--- src/rtl/rcs_pkg.sv ---
// Summary of operation
// - core clock is 2, 3 or 4 times input
// - link clock is core divided by 1..4
// - serial clock is core divided by programmable ratio
// - external port switches at input clock rate
// - reset deasserts strobes, three-states pins within one input clock
// - suspend, host request, memory space ignored in reset
// - early host request remembered, grant after bus sync
// - core reset held 4096 input clocks after release
// - missed setup may add one input clock
package rcs_pkg;
  // ==========================================================
  // register map
  localparam int unsigned AXI_ADDR_W = 8;
  localparam logic [7:0] ADDR_SYSCFG = 8'h00;
  localparam logic [7:0] ADDR_SERDIV0 = 8'h04;
  localparam logic [7:0] ADDR_SERDIV1 = 8'h08;
  localparam logic [7:0] ADDR_STATUS = 8'h0c;
  localparam logic [31:0] SYSCFG_RESET = 32'h0000_0000;
  localparam logic [31:0] SERDIV_RESET = 32'h0000_0000;
  localparam int unsigned SOFT_RST_BIT = 0;
  localparam int unsigned LINK_DIV_LSB = 4;
  localparam int unsigned LINK_DIV_W = 2;
  localparam int unsigned NUM_LINK = 2;
  localparam int unsigned SER_DIV_W = 16;
  localparam int unsigned NUM_SER = 4;
  localparam logic [1:0] RESP_OKAY = 2'h0;
  localparam logic [1:0] RESP_SLVERR = 2'h2;
  // ==========================================================
  // clock ratio pin codes and ratios
  localparam logic [1:0] CFG_RATIO2 = 2'h0;
  localparam logic [1:0] CFG_RATIO3 = 2'h1;
  localparam logic [2:0] RATIO2 = 3'h2;
  localparam logic [2:0] RATIO3 = 3'h3;
  localparam logic [2:0] RATIO4 = 3'h4;
  // ==========================================================
  // timing counts, in input clocks; reset sync stages in core clocks
  localparam int unsigned CORE_RST_TICKS = 4096;
  localparam int unsigned BUS_SYNC_TICKS = 4;
  localparam int unsigned RST_SYNC_STAGES = 2;
  // ==========================================================
  // pin groups
  typedef struct packed {
    logic [3:0] memSelN;
    logic rdN;
    logic wrN;
    logic [1:0] dmaGrantN;
    logic cacheFetchN;
    logic page;
    logic burst;
  } rcs_strobe_t;
  localparam rcs_strobe_t STROBE_IDLE = '{memSelN: 4'hf, rdN: 1'b1, wrN: 1'b1, dmaGrantN: 2'h3,
                                          cacheFetchN: 1'b1, page: 1'b0, burst: 1'b0};
  typedef struct packed {
    logic [3:0] flagEn;
    logic [1:0] linkEn;
    logic [3:0] serialEn;
    logic dataEn;
    logic ackEn;
    logic readyEn;
    logic busMasterSelEn;
  } rcs_drive_t;
  localparam rcs_drive_t DRIVE_OFF = '0;
  typedef enum logic [1:0] {ST_RESET, ST_CORE_HOLD, ST_BUS_SYNC, ST_RUN} rcs_state_t;
endpackage

--- src/rtl/rcs_tick_div.sv ---
`timescale 1ns/100ps
module rcs_tick_div #(
  parameter int W = 4
) (
  input wire logic ref_clk,
  input wire logic nrst,
  input wire logic run,
  input wire logic [W-1:0] divBy,
  output logic tick_r
);
  logic [W-1:0] cnt_r;
  logic [W-1:0] cnt_nxt;
  logic tick_nxt;

  // one pulse every divBy cycles; zero or one means every cycle
  always_comb begin
    cnt_nxt = '0;
    tick_nxt = 1'b0;
    if (run) begin
      if (divBy <= W'(1) || cnt_r >= divBy - W'(1)) begin
        tick_nxt = 1'b1;
      end else begin
        cnt_nxt = cnt_r + W'(1);
      end
    end
  end

  always_ff @(posedge ref_clk or negedge nrst) begin
    if (!nrst) begin
      cnt_r <= '0;
      tick_r <= 1'b0;
    end else begin
      cnt_r <= cnt_nxt;
      tick_r <= tick_nxt;
    end
  end
endmodule

--- src/rtl/rcs_sequencer.sv ---
// Decided for this implementation: register access over AXI4-Lite and the register addresses.
`timescale 1ns/100ps
module rcs_sequencer #(
  parameter int CORE_RST_TICKS = rcs_pkg::CORE_RST_TICKS,
  parameter int BUS_SYNC_TICKS = rcs_pkg::BUS_SYNC_TICKS,
  parameter int SER_DIV_W = rcs_pkg::SER_DIV_W
) (
  input wire logic ref_clk,
  input wire logic nrst,
  input wire logic [3:0] clockRatioCfgPins,
  input wire rcs_pkg::rcs_strobe_t coreStrobes,
  input wire rcs_pkg::rcs_drive_t coreDrive,
  input wire logic hostBusRequestN,
  input wire logic suspendBusTristateN,
  input wire logic multiprocessorMemorySpace,
  input wire logic [7:0] s_axi_awaddr,
  input wire logic s_axi_awvalid,
  output logic s_axi_awready,
  input wire logic [31:0] s_axi_wdata,
  input wire logic [3:0] s_axi_wstrb,
  input wire logic s_axi_wvalid,
  output logic s_axi_wready,
  output logic [1:0] s_axi_bresp,
  output logic s_axi_bvalid,
  input wire logic s_axi_bready,
  input wire logic [7:0] s_axi_araddr,
  input wire logic s_axi_arvalid,
  output logic s_axi_arready,
  output logic [31:0] s_axi_rdata,
  output logic [1:0] s_axi_rresp,
  output logic s_axi_rvalid,
  input wire logic s_axi_rready,
  output rcs_pkg::rcs_strobe_t pinStrobes,
  output rcs_pkg::rcs_drive_t pinDrive,
  output logic hostBusGrantN,
  output logic suspendAccepted,
  output logic memSpaceAccepted,
  output logic internalCoreResetN,
  output logic extPortTick,
  output logic [rcs_pkg::NUM_LINK-1:0] linkClkTick,
  output logic [rcs_pkg::NUM_SER-1:0] serialClkTick
);
  localparam int CNT_W = $clog2(CORE_RST_TICKS + 1);

  // ==========================================================
  // reset release synchroniser
  logic [rcs_pkg::RST_SYNC_STAGES-1:0] rstSync_r;
  logic [rcs_pkg::RST_SYNC_STAGES-1:0] rstSync_nxt;
  logic pinRstDone;

  always_comb begin
    rstSync_nxt = {rstSync_r[rcs_pkg::RST_SYNC_STAGES-2:0], 1'b1};
  end

  always_ff @(posedge ref_clk or negedge nrst) begin
    if (!nrst) begin
      rstSync_r <= '0;
    end else begin
      rstSync_r <= rstSync_nxt;
    end
  end
  assign pinRstDone = rstSync_r[rcs_pkg::RST_SYNC_STAGES-1];

  // ==========================================================
  // register file
  logic [31:0] sysCfg_r, sysCfg_nxt;
  logic [31:0] serDiv0_r, serDiv0_nxt;
  logic [31:0] serDiv1_r, serDiv1_nxt;
  logic awready_r, awready_nxt;
  logic bvalid_r, bvalid_nxt;
  logic [1:0] bresp_r, bresp_nxt;
  logic arready_r, arready_nxt;
  logic rvalid_r, rvalid_nxt;
  logic [1:0] rresp_r, rresp_nxt;
  logic [31:0] rdata_r, rdata_nxt;
  logic softReset;
  logic resetActive;
  logic [31:0] statusWord;
  logic wrFire;
  logic rdFire;

  // state signals declared here, driven below
  rcs_pkg::rcs_state_t state_r, state_nxt;
  logic [2:0] ratio_r, ratio_nxt;
  logic hbrPending_r, hbrPending_nxt;

  function automatic logic [31:0] applyStrb(input logic [31:0] old, input logic [31:0] wd,
                                            input logic [3:0] st);
    logic [31:0] res;
    res = old;
    for (int i = 0; i < 4; i++) begin
      if (st[i]) begin
        res[i*8 +: 8] = wd[i*8 +: 8];
      end
    end
    return res;
  endfunction

  assign softReset = sysCfg_r[rcs_pkg::SOFT_RST_BIT];
  assign resetActive = !pinRstDone || softReset;
  assign statusWord = {24'h0, ratio_r, hbrPending_r, 1'b0, state_r == rcs_pkg::ST_RUN,
                       !internalCoreResetN, resetActive};
  assign wrFire = awready_r && s_axi_awvalid && s_axi_wvalid;
  assign rdFire = arready_r && s_axi_arvalid;

  always_comb begin
    sysCfg_nxt = sysCfg_r;
    serDiv0_nxt = serDiv0_r;
    serDiv1_nxt = serDiv1_r;
    bresp_nxt = bresp_r;
    rresp_nxt = rresp_r;
    rdata_nxt = rdata_r;
    awready_nxt = s_axi_awvalid && s_axi_wvalid && !awready_r && !bvalid_r;
    arready_nxt = s_axi_arvalid && !arready_r && !rvalid_r;
    bvalid_nxt = bvalid_r && !s_axi_bready;
    rvalid_nxt = rvalid_r && !s_axi_rready;
    if (wrFire) begin
      bvalid_nxt = 1'b1;
      bresp_nxt = rcs_pkg::RESP_OKAY;
      case (s_axi_awaddr)
        rcs_pkg::ADDR_SYSCFG: sysCfg_nxt = applyStrb(sysCfg_r, s_axi_wdata, s_axi_wstrb);
        rcs_pkg::ADDR_SERDIV0: serDiv0_nxt = applyStrb(serDiv0_r, s_axi_wdata, s_axi_wstrb);
        rcs_pkg::ADDR_SERDIV1: serDiv1_nxt = applyStrb(serDiv1_r, s_axi_wdata, s_axi_wstrb);
        rcs_pkg::ADDR_STATUS: bresp_nxt = rcs_pkg::RESP_OKAY;
        default: bresp_nxt = rcs_pkg::RESP_SLVERR;
      endcase
    end
    if (rdFire) begin
      rvalid_nxt = 1'b1;
      rresp_nxt = rcs_pkg::RESP_OKAY;
      case (s_axi_araddr)
        rcs_pkg::ADDR_SYSCFG: rdata_nxt = sysCfg_r;
        rcs_pkg::ADDR_SERDIV0: rdata_nxt = serDiv0_r;
        rcs_pkg::ADDR_SERDIV1: rdata_nxt = serDiv1_r;
        rcs_pkg::ADDR_STATUS: rdata_nxt = statusWord;
        default: begin
          rdata_nxt = 32'h0000_0000;
          rresp_nxt = rcs_pkg::RESP_SLVERR;
        end
      endcase
    end
  end

  always_ff @(posedge ref_clk or negedge nrst) begin
    if (!nrst) begin
      sysCfg_r <= rcs_pkg::SYSCFG_RESET;
      serDiv0_r <= rcs_pkg::SERDIV_RESET;
      serDiv1_r <= rcs_pkg::SERDIV_RESET;
      awready_r <= 1'b0;
      bvalid_r <= 1'b0;
      bresp_r <= rcs_pkg::RESP_OKAY;
      arready_r <= 1'b0;
      rvalid_r <= 1'b0;
      rresp_r <= rcs_pkg::RESP_OKAY;
      rdata_r <= 32'h0000_0000;
    end else begin
      sysCfg_r <= sysCfg_nxt;
      serDiv0_r <= serDiv0_nxt;
      serDiv1_r <= serDiv1_nxt;
      awready_r <= awready_nxt;
      bvalid_r <= bvalid_nxt;
      bresp_r <= bresp_nxt;
      arready_r <= arready_nxt;
      rvalid_r <= rvalid_nxt;
      rresp_r <= rresp_nxt;
      rdata_r <= rdata_nxt;
    end
  end

  assign s_axi_awready = awready_r;
  assign s_axi_wready = awready_r;
  assign s_axi_bvalid = bvalid_r;
  assign s_axi_bresp = bresp_r;
  assign s_axi_arready = arready_r;
  assign s_axi_rvalid = rvalid_r;
  assign s_axi_rresp = rresp_r;
  assign s_axi_rdata = rdata_r;

  // ==========================================================
  // reset sequencer and bus gating
  logic inTick;
  logic [CNT_W-1:0] cnt_r, cnt_nxt;
  logic coreRstN_r, coreRstN_nxt;
  rcs_pkg::rcs_strobe_t strobes_r, strobes_nxt;
  rcs_pkg::rcs_drive_t drive_r, drive_nxt;
  logic grantN_r, grantN_nxt;
  logic suspAcc_r, suspAcc_nxt;
  logic mmsAcc_r, mmsAcc_nxt;

  always_comb begin
    state_nxt = state_r;
    cnt_nxt = cnt_r;
    ratio_nxt = ratio_r;
    hbrPending_nxt = hbrPending_r;
    if (!pinRstDone) begin
      case (clockRatioCfgPins[1:0])
        rcs_pkg::CFG_RATIO2: ratio_nxt = rcs_pkg::RATIO2;
        rcs_pkg::CFG_RATIO3: ratio_nxt = rcs_pkg::RATIO3;
        default: ratio_nxt = rcs_pkg::RATIO4;
      endcase
    end
    case (state_r)
      rcs_pkg::ST_RESET: begin
        cnt_nxt = '0;
        state_nxt = rcs_pkg::ST_CORE_HOLD;
      end
      rcs_pkg::ST_CORE_HOLD: begin
        if (inTick) begin
          if (cnt_r == CNT_W'(CORE_RST_TICKS - 1)) begin
            cnt_nxt = '0;
            state_nxt = rcs_pkg::ST_BUS_SYNC;
          end else begin
            cnt_nxt = cnt_r + CNT_W'(1);
          end
        end
      end
      rcs_pkg::ST_BUS_SYNC: begin
        if (inTick) begin
          if (cnt_r == CNT_W'(BUS_SYNC_TICKS - 1)) begin
            cnt_nxt = '0;
            state_nxt = rcs_pkg::ST_RUN;
          end else begin
            cnt_nxt = cnt_r + CNT_W'(1);
          end
        end
      end
      rcs_pkg::ST_RUN: cnt_nxt = '0;
      default: state_nxt = rcs_pkg::ST_RESET;
    endcase
    if (resetActive) begin
      state_nxt = rcs_pkg::ST_RESET;
      cnt_nxt = '0;
      if (!hostBusRequestN) begin
        hbrPending_nxt = 1'b1;
      end
    end else if (state_r == rcs_pkg::ST_RUN) begin
      hbrPending_nxt = 1'b0;
    end
    coreRstN_nxt = !resetActive && state_nxt != rcs_pkg::ST_RESET && state_nxt != rcs_pkg::ST_CORE_HOLD;
    strobes_nxt = resetActive ? rcs_pkg::STROBE_IDLE : coreStrobes;
    drive_nxt = resetActive ? rcs_pkg::DRIVE_OFF : coreDrive;
    grantN_nxt = !(!resetActive && state_r == rcs_pkg::ST_RUN && !hostBusRequestN);
    suspAcc_nxt = !resetActive && !suspendBusTristateN;
    mmsAcc_nxt = !resetActive && multiprocessorMemorySpace;
  end

  // pin reset drives outputs idle without waiting for a clock edge
  always_ff @(posedge ref_clk or negedge nrst) begin
    if (!nrst) begin
      state_r <= rcs_pkg::ST_RESET;
      cnt_r <= '0;
      ratio_r <= rcs_pkg::RATIO2;
      hbrPending_r <= 1'b0;
      coreRstN_r <= 1'b0;
      strobes_r <= rcs_pkg::STROBE_IDLE;
      drive_r <= rcs_pkg::DRIVE_OFF;
      grantN_r <= 1'b1;
      suspAcc_r <= 1'b0;
      mmsAcc_r <= 1'b0;
    end else begin
      state_r <= state_nxt;
      cnt_r <= cnt_nxt;
      ratio_r <= ratio_nxt;
      hbrPending_r <= hbrPending_nxt;
      coreRstN_r <= coreRstN_nxt;
      strobes_r <= strobes_nxt;
      drive_r <= drive_nxt;
      grantN_r <= grantN_nxt;
      suspAcc_r <= suspAcc_nxt;
      mmsAcc_r <= mmsAcc_nxt;
    end
  end

  assign internalCoreResetN = coreRstN_r;
  assign pinStrobes = strobes_r;
  assign pinDrive = drive_r;
  assign hostBusGrantN = grantN_r;
  assign suspendAccepted = suspAcc_r;
  assign memSpaceAccepted = mmsAcc_r;

  // ==========================================================
  // clock dividers
  rcs_tick_div #(.W(3)) u_inClk (
    .ref_clk(ref_clk),
    .nrst(nrst),
    .run(1'b1),
    .divBy(ratio_r),
    .tick_r(inTick)
  );
  assign extPortTick = inTick;

  for (genvar g = 0; g < rcs_pkg::NUM_LINK; g++) begin : gLink
    logic [2:0] linkDivBy;
    assign linkDivBy = {1'b0, sysCfg_r[rcs_pkg::LINK_DIV_LSB + g*rcs_pkg::LINK_DIV_W +: 2]} + 3'h1;
    rcs_tick_div #(.W(3)) u_link (
      .ref_clk(ref_clk),
      .nrst(nrst),
      .run(coreRstN_r),
      .divBy(linkDivBy),
      .tick_r(linkClkTick[g])
    );
  end

  for (genvar g = 0; g < rcs_pkg::NUM_SER; g++) begin : gSer
    logic [SER_DIV_W:0] serDivBy;
    logic [31:0] serWord;
    assign serWord = (g < 2) ? serDiv0_r : serDiv1_r;
    assign serDivBy = {1'b0, serWord[(g % 2)*16 +: SER_DIV_W]} + (SER_DIV_W+1)'(1);
    rcs_tick_div #(.W(SER_DIV_W+1)) u_ser (
      .ref_clk(ref_clk),
      .nrst(nrst),
      .run(coreRstN_r),
      .divBy(serDivBy),
      .tick_r(serialClkTick[g])
    );
  end
endmodule

--- config.mk ---
export PLATFORM = sky130hd
export DESIGN_NAME = rcs_sequencer
export DESIGN_NICKNAME = d
export VERILOG_FILES = /design/src/rtl/rcs_pkg.sv /design/src/rtl/rcs_tick_div.sv /design/src/rtl/rcs_sequencer.sv
export SDC_FILE = /design/constraint.sdc
export NUM_CORES = 1
export LEC_CHECK = 0
export ABC_AREA = 1
export BUFFER_PORTS_ARGS = -buffer_cell sky130_fd_sc_hd__buf_2
export CORE_ASPECT_RATIO = 1.5
export CORE_MARGIN = 2
export CORE_UTILIZATION = 52
export CTS_CLUSTER_SIZE = 20
export DETAILED_ROUTE_END_ITERATION = 6
export PLACE_DENSITY_LB_ADDON = 0.2
export SLEW_MARGIN = 20
export SYNTH_ARGS = -nofsm -noshare
export SYNTH_HDL_FRONTEND = slang
export SYNTH_SLANG_ARGS = --single-unit
--- constraint.sdc ---
create_clock -name ref_clk -period 3.6 [get_ports ref_clk]
set_input_delay 0.36 -clock ref_clk [delete_from_list [all_inputs] [get_ports ref_clk]]
set_output_delay 0.36 -clock ref_clk [all_outputs]
set_load 0.02 [all_outputs]
After elaboration in Yosys (flattened, before gate mapping)
Index checks and enable logic that the tools add are counted.
{"block": "classes", "order_cmp": 14, "bitwise_logic": 0, "n_div": 0, "add_sub_neg": 21, "n_mul": 0, "shifts": 0, "n_reduce_logical": 59, "n_eq_ne": 16, "muxes": 49}
{"operator": "$mux 17", "count": 8}
{"operator": "$pmux 32 s4", "count": 1}
{"operator": "$add 16x1->17 const B", "count": 4}
{"operator": "$add 17x1->17 const B", "count": 4}
{"operator": "$ge 17x17->1", "count": 4}
{"operator": "$le 17x1->1 const B", "count": 4}
{"operator": "$sub 17x1->17 const B", "count": 4}
{"operator": "$mux 13", "count": 5}
{"operator": "$pmux 13 s3", "count": 1}
{"operator": "$reduce_and 3->1", "count": 12}
{"operator": "$eq 8x4->1 const B", "count": 4}
{"operator": "$mux 1", "count": 18}
{"operator": "$eq 8x3->1 const B", "count": 2}
{"operator": "$logic_and 1x1->1", "count": 16}
{"operator": "$logic_not 8->1", "count": 2}
{"operator": "$mux 3", "count": 5}
{"operator": "$mux 14", "count": 1}
{"operator": "$mux 2", "count": 7}
{"operator": "$add 13x1->13 const B", "count": 1}
{"operator": "$eq 13x12->1 const B", "count": 1}
{"operator": "$eq 13x2->1 const B", "count": 1}
{"operator": "$logic_not 1->1", "count": 12}
{"operator": "$mux 11", "count": 1}
{"operator": "$add 3x1->3 const B", "count": 3}
{"operator": "17 further kinds", "count": 38}
{"block": "totals", "romBits": 0, "regBits": 270, "latchBits": 0, "ram_bits": 0, "out_inout_bits": 77, "wordCells": 215, "in_bits": 91, "mem_count": 0}

Depth between registers and ports, before layout
{"block": "logic_depth", "ltp_word": 8, "ltp_mapped": 24, "mapped_depth_nobuf": 24}

By module
From an unflattened synthesis, not the netlist that was laid out.
{"block": "unflattened", "hier_cells": 2327, "area_unflattened_um2": 17585.6}
{"module": "rcs_sequencer", "instances": 1, "area_per_inst_um2": 9265.1, "cells_each": 1178}
{"module": "rcs_tick_div (gSer[0].u_ser ...)", "instances": 4, "area_per_inst_um2": 1853.0, "cells_each": 258}
{"module": "rcs_tick_div (gLink[0].u_link ...)", "instances": 3, "area_per_inst_um2": 302.8, "cells_each": 39}

Worst setup path before layout
OpenSTA, ideal clock, no wires.
{"block": "synth_path", "kind": "register to register", "startpoint": "register serDiv1_r[0] (netlist: gSer[2].serWord[0])", "endpoint": "register gSer[2].u_ser.cnt_r[11]", "arrival_time_ns": 3.056, "setup_time_ns": 0.072, "path_slack_ns": 0.472, "path_buffers": 1, "stages_incl_launch_ff": 24, "required_ns": 3.528, "period_less_slack_ns": 3.128, "path_cell_list": "dfrtp_1 -> inv_1 -> ha_1 -> inv_1 -> nand2_1 -> nor2_1 -> nand2_1 -> nor2_2 -> nand3_2 -> nor2_4 -> nand2_1 -> nor2_1 -> xor2_1 -> ha_1 -> nand2_1 -> inv_1 -> nand3_1 -> inv_1 -> a21oi_1 -> nand3_1 -> nor2_1 -> nand3_4 -> buf_6 -> nor2_1"}
{"block": "synth_between", "elab_chain_len": 6, "word_cells_on_any_way": 7, "classes_between": "add/sub (2); order compare (2); mux (2); reduce/logical (1)"}
{"item": "start, declared", "line_no": "rcs_sequencer.sv:68", "text": "logic [31:0] serDiv1_r, serDiv1_nxt;"}
{"item": "start signal, assigned", "line_no": "rcs_sequencer.sv:148", "text": "serDiv1_r <= rcs_pkg::SERDIV_RESET;"}
{"item": "start signal, assigned", "line_no": "rcs_sequencer.sv:159", "text": "serDiv1_r <= serDiv1_nxt;"}
{"item": "$add 16x1->17 *", "line_no": "rcs_sequencer.sv:308", "text": "assign serDivBy = {1'b0, serWord[(g % 2)*16 +: SER_DIV_W]} + (SER_DIV_W+1)'(1);"}
{"item": "$sub 17x1->17", "line_no": "rcs_tick_div.sv:20", "text": "if (divBy <= W'(1) || cnt_r >= divBy - W'(1)) begin"}
{"item": "$ge 17x17->1", "line_no": "rcs_tick_div.sv:20"}
{"item": "$logic_or 1x1->1 *", "line_no": "rcs_tick_div.sv:20"}
{"item": "$mux 17 *", "line_no": "rcs_tick_div.sv:20"}
{"item": "$mux 17 *", "line_no": "rcs_tick_div.sv:19", "text": "if (run) begin"}
{"item": "net gSer[2].u_ser.cnt_nxt[11]", "line_no": "rcs_tick_div.sv:12", "text": "logic [W-1:0] cnt_nxt;"}
{"item": "end signal, assigned", "line_no": "rcs_tick_div.sv:33", "text": "cnt_r <= cnt_nxt;"}
{"item": "end, declared", "line_no": "rcs_tick_div.sv:11", "text": "logic [W-1:0] cnt_r;"}
Mark *: on every way through the listed nets, which the timed path passes. The rest lies on a longest branch.
A chain may end at the register's enable or synchronous reset.

Final worst setup path
{"block": "layout_path", "startpoint": "register serDiv1_r[0] (netlist: gSer[2].serWord[0])", "endpoint": "register gSer[2].u_ser.tick_r"}
{"block": "layout_between", "elab_chain_len": 6, "word_cells_on_any_way": 7, "classes_between": "add/sub (2); order compare (2); mux (2); reduce/logical (1)"}
{"item": "$add 16x1->17 *", "line_no": "rcs_sequencer.sv:308"}
{"item": "$sub 17x1->17", "line_no": "rcs_tick_div.sv:20"}
{"item": "$ge 17x17->1", "line_no": "rcs_tick_div.sv:20"}
{"item": "$logic_or 1x1->1 *", "line_no": "rcs_tick_div.sv:20"}
{"item": "$mux 1 *", "line_no": "rcs_tick_div.sv:20"}
{"item": "$mux 1 *", "line_no": "rcs_tick_div.sv:19"}
{"item": "net gSer[2].u_ser.tick_nxt", "line_no": "rcs_tick_div.sv:13", "text": "logic tick_nxt;"}
{"item": "end signal, assigned", "line_no": "rcs_tick_div.sv:34", "text": "tick_r <= tick_nxt;"}
{"item": "end, declared", "line_no": "rcs_tick_div.sv:9", "text": "output logic tick_r"}
Marked as above.

==> run summary <==
FF-to-FF setup slack: 160 ps
Worst slew margin: 27.7%
grt ovf: 0
initial core utilization: 52.8%
dpl ws: 133 ps
sequential element share of the synthesized area: 39.0%
Final setup viols: 0
Pwr Density: 312 nW/um2
slowest CP cell: dfrtp_1
Worst Max-Slew Pin Slew: 1080 ps
fin crit share: 95.7%
clock tree buffer depth: 3
crit-path max FO: 5
multi-input logic area: 9230 um2
most used cell, CP: nand2_1
number of global-route vias before repair: 15800
Die ar.: 34600 um2
Vias: 16200
# nets final: 2718
Layout area overhead: 16.0%
clk sinks: 268
maxcap violations: 0
drt pass-1 iters: 5
H-Tree Depth: 1
layout cell share with drive strength beyond 1: 16.8%
Sum Neg Setup Slack: 0 ps
Leak Pwr: 0.00954 uW
clk_skew: 42.2 ps
Die Width: 153 um
# IOs: 168
CP required: 4050 ps
Max Clock Freq: 290 MHz
Finished Layout Cells: 2968
Core Util, Final: 61.3%
CTS tree: built
post-route DRC violation count: 0
Critical Path Start Type: flop
Setup Crit Path Kind: reg2reg
buffers added on ports: 163
setup ws final: 155 ps
Vias/cell: 5.46
DR iter-0 viols: 919
GP Congestion: 0.938
area of the core: 32600 um2
clock root cell: clkbuf_16
first-pass GRT wire length: 76.0 mm
# rows: 81
post-route ant nets: 0
final hold violations: 0
flops & latches, synth: 268
die height: 227 um
ys flop type: dfrtp_1
Avg WL per Cell: 16.3 um
synthesized area per cell: 7.48 um2
Synth Instances: 2305
Worst Hold Class: in2reg
sequence of cells on the critical path: ha_1 > nand2_4 > nor2_4 > nand3_1 > nand2_1 > nand2_1 > nor2_2 > nand4_1 > xnor2_1 > ha_1 > a21oi_1 > o21ai_0 > a21oi_2 > nand3_1 > nor2_4 > nand3_4 > nand2_1 > inv_1
DP Wirelength: 36.1 mm
total CTS buffers: 27
DRT Wirelength: 48.4 mm
Worst-path clk slew: 70 ps
Pwr Total: 6240 uW
ant diodes: 0
fin crit period: 3440 ps
Total GRT Usage: 26.9%
CP Capture Type: flop
initial antenna violation count: 0
largest net degree at the start of global routing: 78
filler cell count: 2957
status: finished, final reports clean
Crit path arrival time: 3890 ps
EDFF count, synth: 0
fraction of registers with async set/reset: 100%
most frequent cells in the layout: 562 x nand2_1, 286 x inv_1, 250 x dfrtp_1
clk_lat worst skew: 590 ps
crit-path max cell delay: 410 ps
post-synth cell types: 51
Cell Area, Synth: 17200 um2
register area: 6730 um2
Slew Viols, Final: 0
commonest non-fill, non-tap cell in the layout: nand2_1
Ys Warns: 0
placed insts: 2855
Peak VDD IR: 0.000461 V
==> per-layer routing <==
layer	wire [um]	global-route usage, %	vias to the layer above
met1	17600	28.0	7636
met2	26400	52.6	405
met5	0	0	-
met4	2880	15.3	0
li1	-	-	7990
met3	1550	2.68	184
==> metrics by stage <==
stage,area (um2),hold slack (ps)
floorplan,17200,64.4
global placement,18500,332
detailed placement,18500,336
CTS,19600,34.7
global route,20000,44.3
finish,20000,55.8
==> area by class of cell <==
type / instances / share of cell area [%]
Clock buffer: 39 / 3.70
Clock inverter: 11 / 0.382
Inverter: 296 / 5.56
Multi-Input combinational cell: 1694 / 46.2
Sequential cell: 268 / 33.6
Tap cell: 415 / 2.60
Timing Repair Buffer: 245 / 7.96
==> sequential cells by signal (all words and copies together) (netlist names), 2 cells and up <==
signal               flops
cnt_r                   13
gSer.u_ser.tick_r        4
gSer.serWord            64
sysCfg_r                32
state_r                  2
gSer.u_ser.cnt_r        68
ratio_r                  3
s_axi_rdata             32
pinStrobes              11
u_inClk.cnt_r            3
gLink.u_link.tick_r      2
rstSync_r                2
pinDrive                14
gLink.u_link.cnt_r       6
==> cells by family after synthesis <==
family	after synthesis	synth area share (%)
adders and majority gates	95	6.90
muxes	1	0.0653
and+or+nand+nor	1180	31.7
xor gates and xnor gates	60	3.05
other	2	0.0436
DFF	268	39.0
buffers and inverters	347	8.36
AOI/OAI and AO/OA	352	10.9
==> cell usage after synthesis, types with 10 or more instances <==
library cell  count  area (um2)
nor2_4           15         169
nand4_1          63         394
nand3_2          10         100
nor3_1           46         230
a21oi_1          87         435
dfrtp_1         257        6430
nor2_1          218         818
nand3_1         153         766
o22ai_1          22         138
nand2_2          25         156
o21ai_0         203        1020
or2_2            14        87.6
ha_1             95        1190
clkbuf_1         30         113
xor2_1           34         298
inv_1           288        1080
nand2_1         568        2130
nor3_2           23         230
dfstp_2          11         289
nor2_2           25         156
xnor2_1          26         228
==> report_power, final <==
group / switching [uW] / leakage, uW / total, uW / internal, uW
combinational: 297 / 0.00549 / 464 / 167
clock: 1230 / 0.000404 / 2670 / 1440
sequential: 40.6 / 0.00364 / 3110 / 3070
==> worst paths after layout <==
kind,from,end,cells past startpoint
max,gSer[2].serWord[0]$_DFFE_PN0P_,gSer[2].u_ser.tick_r$_DFF_PN0_,18
max in group asynchronous,nrst,s_axi_rresp[1]$_DFFE_PN0P_,3
min in group asynchronous,nrst,gSer[3].u_ser.cnt_r[14]$_DFF_PN0_,2
min reg2reg,rstSync_r[0]$_DFF_PN0_,rstSync_r[1]$_DFF_PN0_,0
max reg2reg,gSer[2].serWord[0]$_DFFE_PN0P_,gSer[2].u_ser.tick_r$_DFF_PN0_,18
min,clockRatioCfgPins[1],ratio_r[2]$_DFFE_PN0N_,3
==> timing repair <==
item,4_1_cts,5_1_grt
resized for setup,0,38
setup buffers,0,25
endpoints found under the hold margin,105,0
hold buffers,35,0
endpoints found under the setup margin,0,72
==> worst max-delay path: cells and delay by family (launching register included) <==
family	cells	cell delay, ps
AOI/OAI and AO/OA	3	400
adders and majority gates	2	580
buffers and inverters	1	40
DFF	1	410
and+or+nand+nor	11	1570
xor gates and xnor gates	1	280
(Power assumes the default switching activity.)
